===== src/pkg/gjkff_pkg.sv =====
// constants and state layout for the gated master-slave j-k flop
// Functional notes
// - effective set is AND of three set gates; reset likewise of three reset gates
// - inverting variant inverts one input in each of the set and reset gates
// - common gate low holds the output across a clock pulse
// - gate high: none holds, reset clears, set sets, both toggle
// - next state decided from gate levels during the clock-low interval before the edge
// - gates load the master while clock low; rising edge moves master to outputs
// - while clock is high all synchronous gate inputs are ignored
// - preset or clear forces master and slave regardless of clock and gates
package gjkff_pkg;

  localparam int unsigned N_PINS   = 10;
  localparam int unsigned IDX_CLK  = 0;
  localparam int unsigned IDX_GATE = 1;
  localparam int unsigned IDX_SA   = 2;
  localparam int unsigned IDX_SB   = 3;
  localparam int unsigned IDX_SC   = 4;
  localparam int unsigned IDX_RA   = 5;
  localparam int unsigned IDX_RB   = 6;
  localparam int unsigned IDX_RC   = 7;
  localparam int unsigned IDX_PRE  = 8;
  localparam int unsigned IDX_CLR  = 9;

  // preset and clear idle high after reset, everything else low
  localparam logic [N_PINS-1:0] PIN_RST = 10'h300;
  localparam logic              Q_RST   = 1'h0;
  localparam logic              QN_RST  = 1'h1;

  typedef struct packed {
    logic [N_PINS-1:0] s1;
    logic [N_PINS-1:0] s2;
    logic [N_PINS-1:0] s3;
    logic [N_PINS-1:0] filt;
    logic              clk_prev;
    logic              set_cap;
    logic              rst_cap;
    logic              master;
    logic              q;
    logic              qn;
  } gjkff_state_t;

  localparam gjkff_state_t STATE_RST = '{
    s1: PIN_RST, s2: PIN_RST, s3: PIN_RST, filt: PIN_RST,
    clk_prev: 1'h0, set_cap: 1'h0, rst_cap: 1'h0,
    master: Q_RST, q: Q_RST, qn: QN_RST
  };

endpackage


===== src/core/gjkff_core.sv =====
// gated master-slave j-k flop sampled on the system clock
`timescale 1ns/1ps
`default_nettype none
module gjkff_core #(
  parameter logic INV_GATING = 1'h0
) (
  input  wire logic clk_i,
  input  wire logic resetn_i,
  input  wire logic flop_clk_i,
  input  wire logic common_gate_enable_i,
  input  wire logic set_gate_in_a_i,
  input  wire logic set_gate_in_b_i,
  input  wire logic set_gate_in_c_i,
  input  wire logic reset_gate_in_a_i,
  input  wire logic reset_gate_in_b_i,
  input  wire logic reset_gate_in_c_i,
  input  wire logic async_preset_n_i,
  input  wire logic async_clear_n_i,
  output logic      q_o,
  output logic      q_n_o
);

  gjkff_pkg::gjkff_state_t st_ff;
  gjkff_pkg::gjkff_state_t nxt_st;
  logic [gjkff_pkg::N_PINS-1:0] pins;
  logic [gjkff_pkg::N_PINS-1:0] nxt_filt;
  logic set_term;
  logic rst_term;
  logic clk_lvl;
  logic rise;
  logic pre_act;
  logic clr_act;
  logic set_acc;
  logic rst_acc;

  assign pins = {async_clear_n_i, async_preset_n_i,
                 reset_gate_in_c_i, reset_gate_in_b_i, reset_gate_in_a_i,
                 set_gate_in_c_i, set_gate_in_b_i, set_gate_in_a_i,
                 common_gate_enable_i, flop_clk_i};

  // a pin change counts only once stages two and three agree
  genvar gi;
  generate
    for (gi = 0; gi < gjkff_pkg::N_PINS; gi++) begin : g_filt
      assign nxt_filt[gi] = (st_ff.s2[gi] == st_ff.s3[gi]) ? st_ff.s3[gi] : st_ff.filt[gi];
    end
  endgenerate

  // b input inverted in the inverting variant
  assign set_term = st_ff.filt[gjkff_pkg::IDX_GATE] & st_ff.filt[gjkff_pkg::IDX_SA]
                  & (st_ff.filt[gjkff_pkg::IDX_SB] ^ INV_GATING)
                  & st_ff.filt[gjkff_pkg::IDX_SC];
  assign rst_term = st_ff.filt[gjkff_pkg::IDX_GATE] & st_ff.filt[gjkff_pkg::IDX_RA]
                  & (st_ff.filt[gjkff_pkg::IDX_RB] ^ INV_GATING)
                  & st_ff.filt[gjkff_pkg::IDX_RC];
  assign clk_lvl = st_ff.filt[gjkff_pkg::IDX_CLK];
  assign rise    = clk_lvl & ~st_ff.clk_prev;
  assign pre_act = ~st_ff.filt[gjkff_pkg::IDX_PRE];
  assign clr_act = ~st_ff.filt[gjkff_pkg::IDX_CLR];
  // sticky capture: a transient high during clock low is remembered
  assign set_acc = st_ff.set_cap | set_term;
  assign rst_acc = st_ff.rst_cap | rst_term;

  always_comb begin
    nxt_st          = st_ff;
    nxt_st.s1       = pins;
    nxt_st.s2       = st_ff.s1;
    nxt_st.s3       = st_ff.s2;
    nxt_st.filt     = nxt_filt;
    nxt_st.clk_prev = clk_lvl;
    if (!clk_lvl) begin
      nxt_st.set_cap = set_acc;
      nxt_st.rst_cap = rst_acc;
      case ({set_acc, rst_acc})
        2'h0:    nxt_st.master = st_ff.q;
        2'h1:    nxt_st.master = 1'h0;
        2'h2:    nxt_st.master = 1'h1;
        default: nxt_st.master = ~st_ff.q;
      endcase
    end else if (rise) begin
      // high phase loads nothing, so the master is frozen here
      nxt_st.q       = st_ff.master;
      nxt_st.qn      = ~st_ff.master;
      nxt_st.set_cap = 1'h0;
      nxt_st.rst_cap = 1'h0;
    end
    // both active drives both outputs high, an undefined pairing for the driver
    if (pre_act || clr_act) begin
      nxt_st.master  = pre_act & ~clr_act;
      nxt_st.q       = pre_act;
      nxt_st.qn      = clr_act;
      nxt_st.set_cap = 1'h0;
      nxt_st.rst_cap = 1'h0;
    end
  end

  always_ff @(posedge clk_i or negedge resetn_i) begin
    if (!resetn_i) begin
      st_ff <= gjkff_pkg::STATE_RST;
    end else begin
      st_ff <= nxt_st;
    end
  end

  assign q_o   = st_ff.q;
  assign q_n_o = st_ff.qn;
endmodule
`default_nettype wire


===== config.mk =====
export PLATFORM = sky130hd
export DESIGN_NAME = gjkff_core
export DESIGN_NICKNAME = d
export VERILOG_FILES = /design/src/pkg/gjkff_pkg.sv /design/src/core/gjkff_core.sv
export SDC_FILE = /design/constraint.sdc
export NUM_CORES = 1
export LEC_CHECK = 0
export BUFFER_PORTS_ARGS = -buffer_cell sky130_fd_sc_hd__clkbuf_2
export CORE_MARGIN = 5
export CORE_UTILIZATION = 25
export DETAILED_ROUTE_END_ITERATION = 16
export PLACE_DENSITY_LB_ADDON = 0.2
export RECOVER_POWER = 25
export SYNTH_ARGS = -nofsm -noshare
export SYNTH_HDL_FRONTEND = slang
export SYNTH_SLANG_ARGS = --single-unit

===== constraint.sdc =====
create_clock -name clk_i -period 1.4 [get_ports clk_i]
set_input_delay 0.28 -clock clk_i [delete_from_list [all_inputs] [get_ports clk_i]]
set_output_delay 0.28 -clock clk_i [all_outputs]
set_load 0.01 [all_outputs]

# --- Word-level counts from Yosys, hierarchy flattened ---
# Cells that the tools add are included.
word_totals:
  latchBits: 0
  output_inout_bits: 2
  mem_bits_ro: 0
  ramBits: 0
  memories: 0
  register_bits: 46
  wordCells: 60
classes:
  mul: 0
  shift: 0
  add_sub_neg: 0
  div_mod_pow: 0
  eq_ne: 14
  n_reduce_logical: 5
  muxes: 7
  bitwise_logic: 15
  order_cmp: 0
ops:
  columns: ["op", "count"]
  rows:
  - ["== test 1 bit", 10]
  - ["bitwise AND 1 bit", 8]
  - ["two-way mux 2 bit", 4]
  - ["two-way mux 5 bit", 1]
  - ["NOT 1 bit", 5]
  - ["nonzero test 2 bit", 2]
  - ["inequality test 3 x 1 -> 1 bit (second input constant)", 1]
  - ["case mux 1 bit (3 select lines)", 1]
  - ["== test 2 x 1 -> 1 bit (second input constant)", 1]
  - ["== test 2 bit (second input constant)", 1]
  - ["logical NOT 2 bit", 1]
  - ["inequality test 2 x 1 -> 1 bit (second input constant)", 1]
  - ["bitwise OR 1 bit", 2]
  - ["AND reduction 2 bit", 1]
  - ["logical OR 1 bit", 1]
  - ["two-way mux 1 bit", 1]

# --- Logic depth before layout (Yosys ltp) ---
# Gate-level depths: netlist of the first run.
depth:
  ltp_word: 8
  depth_mapped: 3
  ltp_nobuf: 3

# --- Worst setup path after synthesis of the first run ---
# No wires, ideal clock.
synth_path:
  path_type: "register -> register"
  start: "register st_ff[14] in the netlist's numbering"
  end: "register st_ff[2] in the netlist's numbering"
  path_stages_with_launch: 4
  required_ns: 1.262
  path_slack_ns: 0.414
  arrival_time_ns: 0.848
  path_buffers: 0
  path_cell_list: "dfstp_2 > inv_1 > o31ai_1 > a41oi_1"
synth_between:
  elab_chain_cells: 3
  elab_cells_between_ends: 5
  classes_between: "eq/ne: 1; mux: 1; bitwise: 2; reduce/logical: 1"
synth_lines:
  columns: ["item", "line", "text"]
  rows:
  - ["start, declared", "gjkff_core.sv:23", "gjkff_pkg::gjkff_state_t st_ff;"]
  - ["start signal, assigned", "gjkff_core.sv:99", "st_ff <= gjkff_pkg::STATE_RST;"]
  - ["start signal, assigned", "gjkff_core.sv:101", "st_ff <= nxt_st;"]
  - ["NOT 1 bit *", "gjkff_core.sv:58", "assign pre_act = ~st_ff.filt[gjkff_pkg::IDX_PRE];"]
  - ["bitwise AND 1 bit / logical OR 1 bit (equally long branches)", "gjkff_core.sv:89, gjkff_core.sv:88", null]
  - ["two-way mux 5 bit / inequality test 2 x 1 -> 1 bit (equally long branches)", null, null]
# Every way passes the cells marked *; elsewhere a longest branch is shown, timed or not.
# A chain may end at the register's enable or synchronous reset.

# --- Worst setup path in the final report of the first run ---
layout_path:
  start: "register st_ff, in the netlist q_n_o"
  end: "output port q_n_o"
layout_rtl:
  columns: ["item", "line", "text"]
  rows:
  - ["end, declared", "gjkff_core.sv:20", "output logic q_n_o"]
# No word-level cell between the ends.

==> impl_metrics.yaml, run 1 <==
status:
  status: "completed"
synthesis:
  ys_seq_elements: 46
  yosysUniqueCellTypes: 17
  synth_flop_cell: "dfrtp_1"
  synth_area_sq_um: 1390
  ys_seq_area_share_pct: 83.8
  synthCells: 76
  synth_enable_flop_cells: 0
  syn-num-nets: 88
  syn_area_per_cell_sq_um: 18.2
  synth_common_cells: "37 x dfrtp_1, 10 x maj3_1, 9 x dfstp_2"
  async_flop_share_pct: 100
  yosysMostFrequentCell: "dfrtp_1"
  synth_top_area_share_pct: 66.8
  synth_warnings: 0
  synth_area_leaders: "dfrtp_1 67%, dfstp_2 17%, maj3_1 7.2%"
  synth_top_area_cell: "dfrtp_1"
timing:
  hold_viol: 0
  clock_skew_ns: 0.00462
  rsz0062_at_grt: "no"
  period_share_pct: 88.5
  relSlewSlack_pct: 84.3
  max_freq_mhz: 807
  drv_slew: 0
  setup_viol: 0
  tightest_slew_ns: 0.235
  period_minus_slack_ns: 1.24
  finalSetupTns_ns: 0
placement:
  place_hpwl_microns: 1250
  port_buffers: 13
  routabilityCongestion: 0.680
power_and_ir_drop:
  leakagePower_nw: 0.738
  ir_worst_vdd_mv: 0.688
  power.density_nw_per_um2: 1560
  finalPower_mw: 2.65
floorplanning:
  initial_utilization_pct: 25.5
  core_sq_um: 5440
  dieWidth_microns: 84.5
  die_h_microns: 84.5
  num_rows: 27
  ios: 14
  dieArea_sq_um: 7130
hold_path:
  hold_end: "nxt_st[35]"
  holdPathStages: 1
  hold_start: "async_clear_n_i"
  hold_class: "primary input to flip-flop"
worst_setup_path:
  r2r_cells: 3
  worstSetupEndpointType: "primary output"
  required_ns: 1.12
  slowest_stage: "dfstp_2"
  regToRegSetupSlack_ns: 0.33
  worstPathArrival_ns: 0.96
  cpPeakStageDelay_ns: 0.54
  startpoint_type: "flip-flop"
  crit_type: "flip-flop to primary output"
  path_buf_inv: 1
  cp_top_family: "flip-flops"
  critPathMaxFanout: 2
  r2r-end: "st_ff[2]"
  crit_chain: "clkbuf_2"
  timing.rr.start: "st_ff[14]"
global_routing:
  antenna_found_initial: 0
  top_usage_layer: "met2"
  grt_pass1_wl_microns: 3380
  use_met2_pct: 8.32
  met1_usage_pct: 8.05
  grt_overflow: 0
  grt_max_degree: 47
  grt_usage_pct: 6.23
  grt_pass1_vias: 720
  grt.met3_usage_pct: 2.94
drt:
  drt_iter0_markers: 35
  wl_per_cell_microns: 11.0
  ant_nets: 0
  routed_wl_microns: 1880
  vias: 648
  drtPass1Iterations: 2
  viasPerCell: 3.79
  drcViolationCount: 0
clock_network:
  path_clk_slew_ns: 0.08
  cts.sinks: 46
  root_buffer: "clkbuf_8"
  cts_max_level: 2
  cts_resized: 0
  clock_latency_ns: 0.29
  post_cts_buffers: 0
  cts_buffers: 5
  cts_buffer_depth: 2
  tritoncts: "built"
finish:
  nets: 110
  area_growth_pct: 22.9
  nFillCells: 544
  multi_input_area_sq_um: 213
  regArea_sq_um: 1160
  drive_gt1_share_pct: 31.3
  diodes: 0
job:
  maxCapViolations: 0
==> worst reg2reg max path, stage by stage (launching register included) <==
cell     delay, ns
dfstp_2       0.57
inv_1         0.06
o31ai_1       0.25
a41oi_1       0.07
==> repair_timing <==
| item | 4_1_cts | 5_1_grt |
|---|---|---|
| endpoints found under the hold margin | 37 | 0 |
| setup endpoints to repair | 0 | 0 |
| hold buffers | 1 | 0 |
==> flip-flops by register name (all words and copies together), names as in the netlist <==
register,cells
clk_lvl,1
nxt_st,20
q_n_o,1
q_o,1
st_ff,23
==> report_power, final <==
group / internal [mW] / switching, mW / total, mW
registers: 1.43 / 0.0568 / 1.49
clock network: 0.617 / 0.419 / 1.04
logic: 0.0657 / 0.0621 / 0.128
==> logic make-up (layout without fill, tap and decap cells) <==
family,after synthesis,in the layout,share of synthesized area (%)
mux,1,1,0.722
fa+ha+maj,10,10,7.22
simple gates,8,8,3.25
flops,46,46,83.8
buf+inv,3,26,0.812
compound gates,8,8,4.15
==> per-layer routing <==
metal / part of all wire (%) / vias to the layer above / wire [microns]
met5: 0 / - / 0
met2: 46 / 14 / 862
met4: 2.0 / 0 / 38
met1: 47 / 326 / 885
met3: 4.8 / 4 / 91
li1: - / 304 / -
==> layout by cell type, fill, tap and decap left out, drive strengths merged <==
cell,n
o31ai,1
nand2b,1
nor3b,1
nand3b,1
nand2,1
a21oi,1
o21ai,2
dlygate4sd3,1
or2,1
inv,3
a2bb2oi,2
buf,1
nand4,1
dfrtp,37
a41oi,2
dfstp,9
mux2i,1
clkbuf,21
maj3,10
nor2,2
==> layout make-up <==
| class | count | area share [%] |
|---|---|---|
| repair buffers | 15 | 5.58 |
| multi-input cells | 27 | 12.5 |
| well taps | 72 | 5.29 |
| clock buffers | 8 | 7.78 |
| inverters | 3 | 0.661 |
| flip-flops and latches | 46 | 68.2 |
==> per-stage QoR <==
stage               area, sq um  setup WS, ns  hold WS, ns  std cells  util [%]
global route               1700         0.111       0.0338        171      31.3
global placement           1560         0.379        0.277        162      28.7
CTS                        1700         0.130       0.0429        171      31.3
detailed placement         1560         0.337        0.284        162      28.7
floorplan                  1390         0.414      -0.0156         76         -
finish                     1700         0.161       0.0617        171      31.3
==> worst max-delay path by stage <==
stage	start	end	slack [ns]	cells past startpoint
floorplan	st_ff[14]	st_ff[2]	0.41	3
global placement	st_ff[14]	st_ff[2]	0.38	3
detailed placement	st_ff[14]	st_ff[2]	0.34	3
CTS	q_n_o	q_n_o	0.13	1
global route	q_n_o	q_n_o	0.11	1
finish	q_n_o	q_n_o	0.16	1
Note: power is estimated with default switching activity, not from simulation.
==> run 2, diff against run 1 <==
--- a/config.mk
+++ b/config.mk
@@ -5,6 +5,7 @@
 export SDC_FILE = /design/constraint.sdc
 export NUM_CORES = 1
 export LEC_CHECK = 0
+export ABC_CLOCK_PERIOD_IN_PS = 1120
 export BUFFER_PORTS_ARGS = -buffer_cell sky130_fd_sc_hd__clkbuf_2
 export CORE_MARGIN = 5
 export CORE_UTILIZATION = 25
==> constraint.sdc (replaced) <==
create_clock -name clk_i -period 1.12 [get_ports clk_i]
set_input_delay 0.224 -clock clk_i [delete_from_list [all_inputs] [get_ports clk_i]]
set_output_delay 0.224 -clock clk_i [all_outputs]
set_load 0.01 [all_outputs]
==> run 2 against run 1 <==
Net effect:
- sequential share of layout area shrank 0.050 points
- count of clock-buffer cells in the layout shrank 3
- global-route usage is essentially flat
- clock power shrank 9.7%
- critical endpoint unchanged
- first-iteration DRC count grew 11%
- the flow now finishes with violations (negative setup slack)
- non-clock buffer count grew 5
==> impl_metrics.yaml, run 2 (synthesized netlist as in run 1, its figures left out) <==
finish:
  area_growth_pct: 23.0
  nets: 115
  drive_gt1_share_pct: 31.7
  top_register: "st_ff"
  fin_util_pct: 31.4
  layout_commonest_cell: "dfrtp_1"
  final_area_sq_um: 1710
  diodes: 0
  largest_reg_flops: 23
  final_cell_mix: "37 x dfrtp_1, 12 x clkbuf_2, 10 x maj3_1"
drt:
  routed_wl_microns: 1890
  viasPerCell: 3.66
  wl_per_cell_microns: 10.7
  vias: 645
  drcViolationCount: 0
  ant_nets: 0
  drtPass1Iterations: 3
  drt_iter0_markers: 39
worst_setup_path:
  worstSetupEndpointType: "primary output"
  cp_top_family: "flip-flops"
  crit_chain: "buf_6"
  worstPathArrival_ns: 0.93
  startpoint_type: "flip-flop"
  required_ns: 0.90
  cpPeakStageDelay_ns: 0.54
  critPathMaxFanout: 2
  slowest_stage: "dfstp_2"
  path_buf_inv: 1
  crit_type: "flip-flop to primary output"
floorplanning:
  initial_utilization_pct: 25.5
  dieWidth_microns: 84.5
  dieArea_sq_um: 7130
  ios: 14
  core_sq_um: 5440
  num_rows: 27
  die_h_microns: 84.5
power_and_ir_drop:
  ir_worst_vdd_mv: 0.845
  leakagePower_nw: 0.736
  power.density_nw_per_um2: 1760
  finalPower_mw: 2.99
placement:
  place_hpwl_microns: 1250
  placed_area_sq_um: 1570
  port_buffers: 13
  routabilityCongestion: 0.664
timing:
  tightest_slew_ns: 0.239
  rsz0062_at_grt: "yes"
  period_share_pct: 103
  fin_ws_ns: -0.0361
  relSlewSlack_pct: 84.1
  max_freq_mhz: 865
  hold_viol: 0
  clock_skew_ns: 0.0100
  drv_slew: 0
  setup_viol: 1
  period_minus_slack_ns: 1.16
global_routing:
  antenna_found_initial: 0
  grt_pass1_vias: 723
  grt_overflow: 0
  grt_usage_pct: 6.27
  grt_pass1_wl_microns: 3370
  grt_max_degree: 47
job:
  maxCapViolations: 0
hold_path:
  hold_class: "primary input to flip-flop"
clock_network:
  cts_buffers: 5
  tritoncts: "built"
  clock_latency_ns: 0.29
  path_clk_slew_ns: 0.08
  cts.sinks: 46
  cts_buffer_depth: 2
  cts_max_level: 2
  root_buffer: "clkbuf_8"
status:
  violations: "negative setup slack"
  status: "finished with violations"
run 2: power by group:
group	switching, mW	internal (mW)
clock	0.512	0.427
combinational	0.0881	0.110
sequential	0.0669	1.79
total	0.667	2.33
run 2: final cells by class:
class,instances,area [sq um]
clock buffers,5,68.8
fillers,522,3730
clock inverters,3,16.3
repair buffers,20,144
multi-input cells,27,213
flip-flops and latches,46,1160
well taps,72,90.1
inverters,3,11.3
run 2: per-stage QoR:
step	setup WS, ns	hold slack, ns	TNS (ns)	instances
6_report	-0.0361	0.0363	-0.0361	176
5_1_grt	-0.0708	0.00650	-0.0708	176
4_1_cts	-0.0759	0.0207	-0.0759	175
3_5_place_dp	0.0673	0.227	0	163
3_3_place_gp	0.0988	0.221	0	163
2_1_floorplan	0.134	-0.0716	0	76
run 2: repair_timing:
item                                    4_1_cts  5_1_grt
gates resized for setup                       0        2
hold buffers                                  3        0
setup buffers                                 1        1
endpoints found under the setup margin        1        2
hold endpoints to repair                     39        0
run 2: routing by layer:
metal  global-route usage, %  part of all wire (%)  routed length (microns)  vias to the layer above
met2                    8.11                    43                      809                       13
li1                        -                     -                        -                      310
met5                       0                     0                        0                        -
met3                    2.94                   4.1                       77                        5
met4                    4.32                   3.0                       56                        0
met1                    8.16                    50                      947                      317
run 2: path summary, 6_finish.rpt:
path | from | end | slack (ns) | cells past startpoint
max | q_n_o | q_n_o | -0.04 | 1
min | reset_gate_in_b_i | nxt_st[32] | 0.04 | 1
max reg2reg | st_ff[14] | st_ff[2] | 0.05 | 3
min reg2reg | nxt_st[29] | nxt_st[19] | 0.35 | 0
max in group asynchronous | resetn_i | q_n_o | 0.41 | 3
min in group asynchronous | resetn_i | nxt_st[31] | 0.45 | 3
==> run 3, diff against run 2 <==
--- a/config.mk
+++ b/config.mk
@@ -10,8 +10,9 @@
 export CORE_MARGIN = 5
 export CORE_UTILIZATION = 25
 export DETAILED_ROUTE_END_ITERATION = 16
-export PLACE_DENSITY_LB_ADDON = 0.2
+export GPL_TIMING_DRIVEN = 1
 export RECOVER_POWER = 25
+export SETUP_SLACK_MARGIN = 0.2
 export SYNTH_ARGS = -nofsm -noshare
 export SYNTH_HDL_FRONTEND = slang
 export SYNTH_SLANG_ARGS = --single-unit
==> run 3 against run 2 <==
Net effect:
- the run still ends with negative setup slack left
- register-to-register slack improved by 0.03 ns
- clock power rose by 3.1%
- first-iteration DRC count grew 13%
- critical path type unchanged
- largest cell class unchanged
==> impl_metrics.yaml, run 3 (synthesized netlist as in run 1, its figures left out) <==
timing:
  setup_viol: 1
  rsz0062_at_grt: "yes"
  max_freq_mhz: 881
  hold_viol: 0
  finalSetupTns_ns: -0.0148
  fin_ws_ns: -0.0148
  period_share_pct: 101
  relSlewSlack_pct: 84.3
  drv_slew: 0
  tightest_slew_ns: 0.235
  period_minus_slack_ns: 1.13
  clock_skew_ns: 0.00450
global_routing:
  grt_pass1_vias: 765
  grt_usage_pct: 6.32
  antenna_found_initial: 0
  grt_pass1_wl_microns: 3570
  grt_overflow: 0
  grt_max_degree: 47
drt:
  viasPerCell: 3.86
  top_layer_used: "met4"
  wl_per_cell_microns: 11.4
  ant_nets: 0
  drt_iter0_markers: 44
  drtPass1Iterations: 2
  met1_length_microns: 938
  vias: 684
  routed_wl_microns: 2010
  drcViolationCount: 0
  wl_met2_microns: 994
  wl_met3_microns: 65
floorplanning:
  initial_utilization_pct: 25.5
  ios: 14
  dieWidth_microns: 84.5
  die_h_microns: 84.5
  num_rows: 27
  dieArea_sq_um: 7130
  core_sq_um: 5440
placement:
  port_buffers: 13
  routabilityCongestion: 0.709
  place_hpwl_microns: 1270
  placed_area_sq_um: 1560
  pre_cts_ws_ns: 0.0853
power_and_ir_drop:
  leakagePower_nw: 0.764
  finalPower_mw: 3.10
  power.density_nw_per_um2: 1740
  ir_worst_vdd_mv: 0.876
worst_setup_path:
  slowest_stage: "dfstp_2"
  cpPeakStageDelay_ns: 0.54
  startpoint_type: "flip-flop"
  cp_top_family: "flip-flops"
  path_buf_inv: 1
  critPathMaxFanout: 2
  worstPathArrival_ns: 0.91
  crit_chain: "buf_6"
  required_ns: 0.90
  worstSetupEndpointType: "primary output"
  crit_type: "flip-flop to primary output"
clock_network:
  root_buffer: "clkbuf_8"
  cts_max_level: 2
  cts_buffer_depth: 2
  cts_buffers: 5
  clock_latency_ns: 0.28
  path_clk_slew_ns: 0.07
  cts.sinks: 46
  tritoncts: "built"
finish:
  top_register: "st_ff"
  drive_gt1_share_pct: 46.7
  final_area_sq_um: 1780
  largest_reg_flops: 23
  area_growth_pct: 28.2
  final_cell_mix: "36 x dfrtp_1, 11 x clkbuf_2, 9 x dfstp_2"
  nFillCells: 524
  nets: 116
  layout_commonest_cell: "dfrtp_1"
  diodes: 0
status:
  violations: "negative setup slack"
  status: "finished with violations"
job:
  maxCapViolations: 0
hold_path:
  hold_class: "primary input to flip-flop"
-- run 3: cell count changes in the layout (fill, tap and decap cells not counted), sizes merged --
cell         before  now
clkinvlp          1    0
buf               5    9
dlygate4sd3       3    1
clkinv            2    0
clkbuf           17   19
-- run 3: path summary, 6_finish.rpt --
| check | slack (ns) | cells after the start | startpoint | end |
|---|---|---|---|---|
| max in group asynchronous | 0.40 | 3 | resetn_i | nxt_st[25] |
| min reg2reg | 0.35 | 0 | nxt_st[29] | nxt_st[19] |
| min in group asynchronous | 0.45 | 3 | resetn_i | nxt_st[26] |
| max reg2reg | 0.08 | 3 | st_ff[7] | st_ff[2] |
| min | 0.02 | 1 | async_clear_n_i | nxt_st[35] |
| max | -0.01 | 1 | q_n_o | q_n_o |
-- run 3: repair_timing --
item | in CTS | in global routing
hold buffers | 1 | 0
setup endpoints to repair | 8 | 9
resized for setup | 9 | 12
buffers inserted | 3 | 3
pin swaps | 4 | 4
hold endpoints to repair | 37 | 0
-- run 3: through the flow --
step	utilization (%)	cells	hold slack, ns
2_1_floorplan	-	76	-0.0716
3_3_place_gp	28.7	162	0.218
3_5_place_dp	28.7	162	0.225
4_1_cts	31.6	174	0.0132
5_1_grt	32.7	177	0.00780
6_report	32.7	177	0.0238
-- run 3: layout make-up --
type | instances | area, sq um | share of cell area, %
Tap cell | 72 | 90.1 | 5.07
Inverter | 3 | 11.3 | 0.633
Clock buffer | 8 | 90.1 | 5.07
Multi-Input combinational cell | 27 | 269 | 15.1
Timing Repair Buffer | 21 | 154 | 8.66
Sequential cell | 46 | 1160 | 65.4
-- run 3: routing by layer --
layer,up-vias,track usage [%]
li1,313,-
met1,356,8.34
met2,13,9.18
met3,2,2.36
met4,0,3.02
met5,-,0
-- run 3: power breakdown --
group / leakage (nW) / total, mW / internal, mW / switching [mW]
registers: 0.530 / 1.88 / 1.79 / 0.0836
clock network: 0.0455 / 0.968 / 0.503 / 0.465
logic: 0.189 / 0.253 / 0.146 / 0.108
